[src/ppei_pkg.sv]
// shared constants for the parallel-port event interrupter
// assumes a single 250 MHz clock and an AXI4-Lite register bus
package ppei_pkg;

   // event source bit positions in the returned mask
   localparam int SRC_CAL = 0;
   localparam int SRC_INT = 1;
   localparam int SRC_SEC = 2;
   localparam int NUM_SRC = 3;

   // register byte offsets
   localparam logic [7:0] ADDR_HOLDOFF = 8'h00;
   localparam logic [7:0] ADDR_STATUS = 8'h04;

   // status register field positions
   localparam int STAT_PEND_LSB = 0;
   localparam int STAT_REP_LSB = 4;
   localparam int STAT_INTR_BIT = 8;
   localparam int STAT_CALWAIT_BIT = 9;

   // reset values
   localparam logic [15:0] HOLDOFF_RESET = 16'h0100;
   localparam logic [7:0] CAL_FILL_RESET = 8'h08;

   // interrupt line pulse length in clock cycles
   localparam logic [1:0] INTR_PULSE_CYCLES = 2'h2;

   // axi response codes
   localparam logic [1:0] RESP_OKAY = 2'h0;
   localparam logic [1:0] RESP_DECERR = 2'h3;

   // calibration request sequencer states
   typedef enum logic [0:0]
   {
      CAL_IDLE = 1'b0,
      CAL_WAIT = 1'b1
   } ppei_cal_e;

endpackage : ppei_pkg

[src/ppei_interrupter.sv]
// event interrupter: merges three event sources onto one host interrupt
// assumes epp strobe, isaddr and send come from a synchronising handshaker
//
// How it works
// - three sources share one interrupt line
// - pulses start no faster than holdoff interval
// - pending events retrigger pulses until address-read
// - request sets pending flag until ack
// - pending and expired counter give two-cycle pulse
// - pulse start reloads holdoff counter
// - address-read presents unreported event mask
// - ack moves pending to reported, clears pending
// - request while pending is dropped
// - ack loads pending from current request
// - scan start issues repeated calibration requests
// - next calibration request waits for host entry
// - exhausted calibration entry discarded, replacement requested
// - integration boundary raises integration request
// - pps request in the cycle of the synchronised edge, two cycles after pps_in edge
// - no own interrupt enable or mask
// - isaddr marks address cycle, send marks read
// - handshaker strobe lasts at most one cycle
//
// Design decisions made here: the address map and the AXI4-Lite interface to the registers.
module ppei_interrupter
#(
   parameter int CNT_W = 16,
   parameter logic [15:0] HOLDOFF_INIT = ppei_pkg::HOLDOFF_RESET,
   parameter logic [7:0] CAL_FILL = ppei_pkg::CAL_FILL_RESET
)
(
   input wire logic aclk,
   input wire logic aresetn,
   // axi4-lite slave
   input wire logic [7:0] s_axi_awaddr,
   input wire logic s_axi_awvalid,
   output logic s_axi_awready,
   input wire logic [31:0] s_axi_wdata,
   input wire logic [3:0] s_axi_wstrb,
   input wire logic s_axi_wvalid,
   output logic s_axi_wready,
   output logic [1:0] s_axi_bresp,
   output logic s_axi_bvalid,
   input wire logic s_axi_bready,
   input wire logic [7:0] s_axi_araddr,
   input wire logic s_axi_arvalid,
   output logic s_axi_arready,
   output logic [31:0] s_axi_rdata,
   output logic [1:0] s_axi_rresp,
   output logic s_axi_rvalid,
   input wire logic s_axi_rready,
   // epp handshaker indications
   input wire logic epp_strobe,
   input wire logic epp_isaddr,
   input wire logic epp_send,
   output logic [7:0] epp_data_out,
   output logic intr,
   // event sources
   input wire logic scan_start,
   input wire logic cal_entry_written,
   input wire logic cal_exhausted,
   output logic cal_discard,
   input wire logic integ_boundary,
   input wire logic pps_in
);

   // holdoff interval register, software writable
   logic [15:0] holdoff;
   // holdoff down-counter
   logic [CNT_W-1:0] holdoff_cnt;
   // remaining high cycles of the interrupt pulse
   logic [1:0] pulse_left;
   // per-source latches
   logic [ppei_pkg::NUM_SRC-1:0] pending;
   logic [ppei_pkg::NUM_SRC-1:0] reported;
   // request pulses into the latch bank
   logic [ppei_pkg::NUM_SRC-1:0] req;
   logic cal_req;
   logic int_req;
   logic sec_req;
   // pps synchroniser and edge stage
   logic pps_meta;
   logic pps_sync;
   logic pps_prev;
   // calibration sequencer
   ppei_pkg::ppei_cal_e cal_state;
   logic [7:0] fill_left;
   logic refill_due;
   // axi bookkeeping
   logic aw_hold;
   logic w_hold;
   logic [7:0] aw_addr;
   logic [31:0] w_data;
   logic [3:0] w_strb;

   // true when the byte address names a register
   function automatic logic is_reg(input logic [7:0] a);
      is_reg = (a == ppei_pkg::ADDR_HOLDOFF) ||
               (a == ppei_pkg::ADDR_STATUS);
   endfunction : is_reg

   // byte-lane merge of write data into the old value
   function automatic logic [15:0] merge16(input logic [15:0] old,
                                           input logic [31:0] d,
                                           input logic [3:0] s);
      merge16 = old;
      if (s[0])
         merge16[7:0] = d[7:0];
      if (s[1])
         merge16[15:8] = d[15:8];
   endfunction : merge16

   wire ack = epp_strobe & epp_isaddr & epp_send;

   wire any_pending = |pending;

   wire pulse_start = any_pending && (holdoff_cnt == '0);

   // reload value, never shorter than the pulse itself
   wire [CNT_W-1:0] reload_val =
      (holdoff < 16'(ppei_pkg::INTR_PULSE_CYCLES)) ?
      CNT_W'(ppei_pkg::INTR_PULSE_CYCLES) : CNT_W'(holdoff);

   assign req[ppei_pkg::SRC_CAL] = cal_req;
   assign req[ppei_pkg::SRC_INT] = int_req;
   assign req[ppei_pkg::SRC_SEC] = sec_req;

   // pending and reported latch pairs
   ppei_irq_bank #(.N(ppei_pkg::NUM_SRC)) u_bank
   (
      .aclk(aclk),
      .aresetn(aresetn),
      .req(req),
      .ack(ack),
      .pending_latch(pending),
      .reported_latch(reported)
   );

   // bits 0 to 2, rest zero
   assign epp_data_out = {5'h0, reported};

   // holdoff counter
   always_ff @(posedge aclk)
   begin
      if (!aresetn)
         holdoff_cnt <= '0;
      else if (pulse_start)
         holdoff_cnt <= reload_val;
      else if (holdoff_cnt != '0)
         holdoff_cnt <= holdoff_cnt - 1'b1;
   end

   // interrupt pulse generator
   // no enable gating here
   always_ff @(posedge aclk)
   begin
      if (!aresetn)
      begin
         pulse_left <= 2'h0;
         intr <= 1'b0;
      end
      else if (pulse_start)
      begin
         pulse_left <= ppei_pkg::INTR_PULSE_CYCLES - 2'h1;
         intr <= 1'b1;
      end
      else if (pulse_left != 2'h0)
      begin
         pulse_left <= pulse_left - 2'h1;
         intr <= 1'b1;
      end
      else
         intr <= 1'b0;
   end

   // pps synchroniser, first stage read only by the second
   always_ff @(posedge aclk)
   begin
      if (!aresetn)
      begin
         pps_meta <= 1'b0;
         pps_sync <= 1'b0;
         pps_prev <= 1'b0;
      end
      else
      begin
         pps_meta <= pps_in;
         pps_sync <= pps_meta;
         pps_prev <= pps_sync;
      end
   end

   assign sec_req = pps_sync & ~pps_prev;

   assign int_req = integ_boundary;

   // calibration request when not awaiting an answer
   // wait for host entry
   wire cal_fire = (cal_state == ppei_pkg::CAL_IDLE) &&
                   ((fill_left != 8'h0) || refill_due);
   assign cal_req = cal_fire;

   // calibration request sequencer
   always_ff @(posedge aclk)
   begin
      if (!aresetn)
      begin
         cal_state <= ppei_pkg::CAL_IDLE;
         fill_left <= 8'h0;
         refill_due <= 1'b0;
         cal_discard <= 1'b0;
      end
      else
      begin
         cal_discard <= cal_exhausted;
         case (cal_state)
            ppei_pkg::CAL_IDLE:
            begin
               if (cal_fire)
                  cal_state <= ppei_pkg::CAL_WAIT;
            end
            ppei_pkg::CAL_WAIT:
            begin
               // host answered with a new entry
               if (cal_entry_written)
                  cal_state <= ppei_pkg::CAL_IDLE;
            end
            default:
               cal_state <= ppei_pkg::CAL_IDLE;
         endcase
         if (scan_start)
            fill_left <= CAL_FILL;
         else if (cal_fire && fill_left != 8'h0)
            fill_left <= fill_left - 8'h1;
         if (cal_exhausted)
            refill_due <= 1'b1;
         else if (cal_fire && fill_left == 8'h0)
            refill_due <= 1'b0;
      end
   end

   // axi write handshake terms
   wire aw_take = s_axi_awvalid & s_axi_awready;
   wire w_take = s_axi_wvalid & s_axi_wready;
   wire wr_fire = aw_hold & w_hold & ~s_axi_bvalid;
   wire next_aw_hold = aw_take | (aw_hold & ~wr_fire);
   wire next_w_hold = w_take | (w_hold & ~wr_fire);

   // axi write address and data capture
   always_ff @(posedge aclk)
   begin
      if (!aresetn)
      begin
         aw_hold <= 1'b0;
         w_hold <= 1'b0;
         s_axi_awready <= 1'b0;
         s_axi_wready <= 1'b0;
         aw_addr <= 8'h0;
         w_data <= 32'h0;
         w_strb <= 4'h0;
      end
      else
      begin
         aw_hold <= next_aw_hold;
         w_hold <= next_w_hold;
         s_axi_awready <= ~next_aw_hold;
         s_axi_wready <= ~next_w_hold;
         if (aw_take)
            aw_addr <= s_axi_awaddr;
         if (w_take)
         begin
            w_data <= s_axi_wdata;
            w_strb <= s_axi_wstrb;
         end
      end
   end

   // axi write response and holdoff register
   always_ff @(posedge aclk)
   begin
      if (!aresetn)
      begin
         s_axi_bvalid <= 1'b0;
         s_axi_bresp <= ppei_pkg::RESP_OKAY;
         holdoff <= HOLDOFF_INIT;
      end
      else if (wr_fire)
      begin
         s_axi_bvalid <= 1'b1;
         s_axi_bresp <= is_reg(aw_addr) ? ppei_pkg::RESP_OKAY :
                        ppei_pkg::RESP_DECERR;
         if (aw_addr == ppei_pkg::ADDR_HOLDOFF)
            holdoff <= merge16(holdoff, w_data, w_strb);
      end
      else if (s_axi_bready)
         s_axi_bvalid <= 1'b0;
   end

   // status word showing the block's own state
   wire [31:0] status_word =
      (32'(pending) << ppei_pkg::STAT_PEND_LSB) |
      (32'(reported) << ppei_pkg::STAT_REP_LSB) |
      (32'(intr) << ppei_pkg::STAT_INTR_BIT) |
      (32'(cal_state == ppei_pkg::CAL_WAIT) <<
       ppei_pkg::STAT_CALWAIT_BIT);

   // read data selection
   wire [31:0] rd_word =
      (s_axi_araddr == ppei_pkg::ADDR_HOLDOFF) ? {16'h0, holdoff} :
      (s_axi_araddr == ppei_pkg::ADDR_STATUS) ? status_word : 32'h0;

   // axi read channel
   wire ar_take = s_axi_arvalid & s_axi_arready;
   wire next_rvalid = ar_take | (s_axi_rvalid & ~s_axi_rready);

   // read address take and data answer
   always_ff @(posedge aclk)
   begin
      if (!aresetn)
      begin
         s_axi_arready <= 1'b0;
         s_axi_rvalid <= 1'b0;
         s_axi_rdata <= 32'h0;
         s_axi_rresp <= ppei_pkg::RESP_OKAY;
      end
      else
      begin
         s_axi_rvalid <= next_rvalid;
         s_axi_arready <= ~next_rvalid;
         if (ar_take)
         begin
            s_axi_rdata <= rd_word;
            s_axi_rresp <= is_reg(s_axi_araddr) ? ppei_pkg::RESP_OKAY :
                           ppei_pkg::RESP_DECERR;
         end
      end
   end

endmodule : ppei_interrupter

[src/ppei_irq_bank.sv]
// a bank of two-stage request/report latch pairs, one per event source
// assumes requests are single-cycle pulses synchronous to aclk
module ppei_irq_bank
#(
   parameter int N = 3
)
(
   input wire logic aclk,
   input wire logic aresetn,
   input wire logic [N-1:0] req,
   input wire logic ack,
   output logic [N-1:0] pending_latch,
   output logic [N-1:0] reported_latch
);

   // request capture and acknowledge transfer
   always_ff @(posedge aclk)
   begin
      if (!aresetn)
      begin
         pending_latch <= '0;
         reported_latch <= '0;
      end
      else if (ack)
      begin
         reported_latch <= pending_latch;
         pending_latch <= req;
      end
      else
      begin
         pending_latch <= pending_latch | req;
      end
   end

endmodule : ppei_irq_bank

[config.mk]
export PLATFORM = sky130hd
export DESIGN_NAME = ppei_interrupter
export DESIGN_NICKNAME = d
export VERILOG_FILES = /design/src/ppei_pkg.sv /design/src/ppei_interrupter.sv /design/src/ppei_irq_bank.sv
export SDC_FILE = /design/constraint.sdc
export NUM_CORES = 1
export LEC_CHECK = 0
export BUFFER_PORTS_ARGS = -buffer_cell sky130_fd_sc_hd__buf_2
export CORE_MARGIN = 8
export CORE_UTILIZATION = 52
export CTS_CLUSTER_SIZE = 30
export DETAILED_ROUTE_END_ITERATION = 16
export PLACE_DENSITY = 0.79
export SLEW_MARGIN = 15
export SYNTH_ARGS = -nofsm -noshare
export SYNTH_HDL_FRONTEND = slang
export SYNTH_SLANG_ARGS = --single-unit
[constraint.sdc]
create_clock -name aclk -period 2.3 [get_ports aclk]
set_input_delay 0.46 -clock aclk [delete_from_list [all_inputs] [get_ports aclk]]
set_output_delay 0.46 -clock aclk [all_outputs]
set_load 0.1 [all_outputs]
==> flow_metrics.tcl <==
set metrics [dict create \
    io_buffers 78 \
    setup.worst_path.start_class "flop" \
    first_pass_iters 4 \
    synth_ff_type "dfxtp_1" \
    antenna_found_initial 0 \
    io_pins 118 \
    rows 33 \
    postCtsResizedCells 0 \
    dieArea_um2 11670 \
    stdcell_area_um2 5047 \
    finalPower_mw 5.449 \
    cap_violations 0 \
    drc 0 \
    drt-total-wl_um 10100 \
    tns_ps 0 \
    r2r_cells 6 \
    worst_ep_arrival_time_ps 2200 \
    postCtsSetupBuffers 0 \
    netlist_area_um2 4403 \
    hold_buffers 0 \
    syn_inst 500 \
    fin_crit_ps 1956 \
    multi_input_area_um2 2054 \
    setup_violations 0 \
    worst_slew_pin_slew_ps 665.4 \
    rrSetupSlack_ps 340 \
    hp-class "input pin to flop" \
    worst-path-max-fanout 7 \
    rsz0062_at_grt "no" \
    ys_seq_area_share_pct 48.20 \
    dp_hpwl_um 7343 \
    antenna_cells 0 \
    synth_edf_count 0 \
    htree_levels 3 \
    cp-end-kind "flop" \
    path_clk_slew_ps 100 \
    fmax_ghz 0.5113 \
    first_global_vias 3626 \
    synth_area_per_cell_um2 8.806 \
    crit_required_ps 2550 \
    drive_gt1_share_pct 20.03 \
    drv_slew 0 \
    die_x_um 108.0 \
    fin_nets 644 \
    final-seq-area_um2 2123 \
    hold_depth 2 \
    numCtsBuffers 9 \
    fillers 717 \
    vias 3653 \
    worstSkewPairLatency_ps 370 \
    die_y_um 108.0 \
    final_core_util_pct 61.43 \
    ir_worst_vdd_uv 687.9 \
    overflow 0 \
    power_density_nw_per_um2 1080 \
    area_delta_synth_final_pct 14.63 \
    drtIter0Drc 165 \
    synth_cell_types 51 \
    yosysWarnings 0 \
    wire_per_inst_um 14.76 \
    initial_utilization_pct 53.59 \
    slew-limit-headroom_pct 55.43 \
    core_area_um2 8217 \
    hold_violations 0 \
    via_per_inst 5.341 \
    p_leak_nw 2.211 \
    status "complete, no violations" \
    grt_max_degree 51 \
    path_class "flop to flop" \
    clockRootBuffer "clkbuf_8" \
    grt_util_all_layers_pct 17.59 \
    finClkSkew_ps 12.18 \
    grt_first_pass_wirelength_um 16700 \
    cts.path.max_buffers 2 \
    timing.final.crit_share_pct 85.04 \
    cts.sinks 106 \
    dpl_cell_area_um2 4830 \
    async_flop_share_pct 0 \
    ys_ff_latch 106 \
    cts_tree "done" \
    postRouteAntennaNets 0 \
    gp_congestion 0.8247 \
]
## registers in the layout, summed over array words and instances, names as in the netlist, 2 cells and up
signal                 cells
s_axi_rdata               16
aw_addr                    8
holdoff                   16
w_data                    16
fill_left                  8
u_bank.reported_latch      3
u_bank.pending_latch       3
pulse_left                 2
holdoff_cnt               16
w_strb                     2
## cell usage after synthesis, types with 4 or more instances
cell      instances  area [um2]
a211oi_1          9       67.56
a21oi_1          50       250.2
a22oi_1           8       60.06
and2_1            6       37.54
and3_1            4       25.02
buf_4            24       180.2
clkbuf_1         17       63.81
dfxtp_1         106        2122
inv_1             9       33.78
mux2i_1          29       290.3
nand2_1          68       255.2
nand2b_1          6       37.54
nand3_1          13       65.06
nand4_1           4       25.02
nor2_1           70       262.8
nor3_1           10       50.05
nor4_1            5       31.28
o21ai_0           5       25.02
xnor2_1           7       61.31
xor2_1            7       61.31
## metrics by stage
step | hold slack (ps) | std cells | setup WS, ps
2_1_floorplan | 411.9 | 520 | 327.2
6_report | 306.5 | 684 | 344.1
3_5_place_dp | 421.4 | 668 | 378.3
5_1_grt | 303.3 | 684 | 250.0
3_3_place_gp | 425.6 | 668 | 464.5
4_1_cts | 298.7 | 684 | 366.6
## power breakdown
group | total (mW) | internal [mW] | switching, mW
Combinational | 1.89 | 0.726 | 1.17
Sequential | 2.30 | 2.07 | 0.231
Clock | 1.25 | 0.618 | 0.636
Total | 5.45 | 3.42 | 2.03
## layout make-up
class                           count  share of cell area (%)
Clock inverter                      6                   1.785
Sequential cell                   106                   42.07
Timing Repair Buffer               87                   9.569
Tap cell                          105                   2.603
Inverter                           10                  0.7437
Clock buffer                       10                   2.529
Multi-Input combinational cell    360                   40.70
## path summary, 6_finish.rpt
check / from / endpoint
max: holdoff_cnt[10]$_SDFFE_PN0P_ / holdoff_cnt[0]$_SDFFE_PN0P_
max reg2reg: holdoff_cnt[10]$_SDFFE_PN0P_ / holdoff_cnt[0]$_SDFFE_PN0P_
min: pps_in / pps_meta$_SDFF_PN0_
min reg2reg: pps_meta$_SDFF_PN0_ / pps_sync$_SDFF_PN0_
## layout by cell type (no fill, tap or decap), drive strengths merged, types with 6 or more instances in the layout
master  netlist  final
clkbuf       17     10
inv          10     11
nand2        68     68
a22oi         8      8
mux2i        29     29
a21oi        50     50
nor2         70     70
xnor2         7      7
nand2b        6      6
and2          6      6
xor2          7      7
nor4          8      8
nor3         11     11
conb          1     21
a211oi        9      9
buf          27     87
dfxtp       106    106
nand3        16     16
## per-layer routing
metal	track usage (%)	wire length, um
met3	4.402	612
met2	30.47	5025
met4	7.334	176
met5	0	0
met1	20.17	4284
## kinds of logic (layout without fill, tap and decap cells)
family	after synthesis	after routing	synth area share, %
and+or+nand+nor	207	207	22.76
adders and majority gates	3	3	0.8526
xor gates and xnor gates	14	14	2.785
DFF	106	106	48.20
AOI/OAI and AO/OA	86	86	11.88
muxes	29	29	6.593
buffers and inverters	54	113	6.848
other	1	21	0.08517
## worst max-delay path, cell delays in order (launching register included)
cell and delay (ps):
dfxtp_1 370, or4_4 600, nor3_1 150, buf_4 150, nand4_2 180, a311oi_1 290, a211oi_1 90
Power figures use the tool's default switching activity.
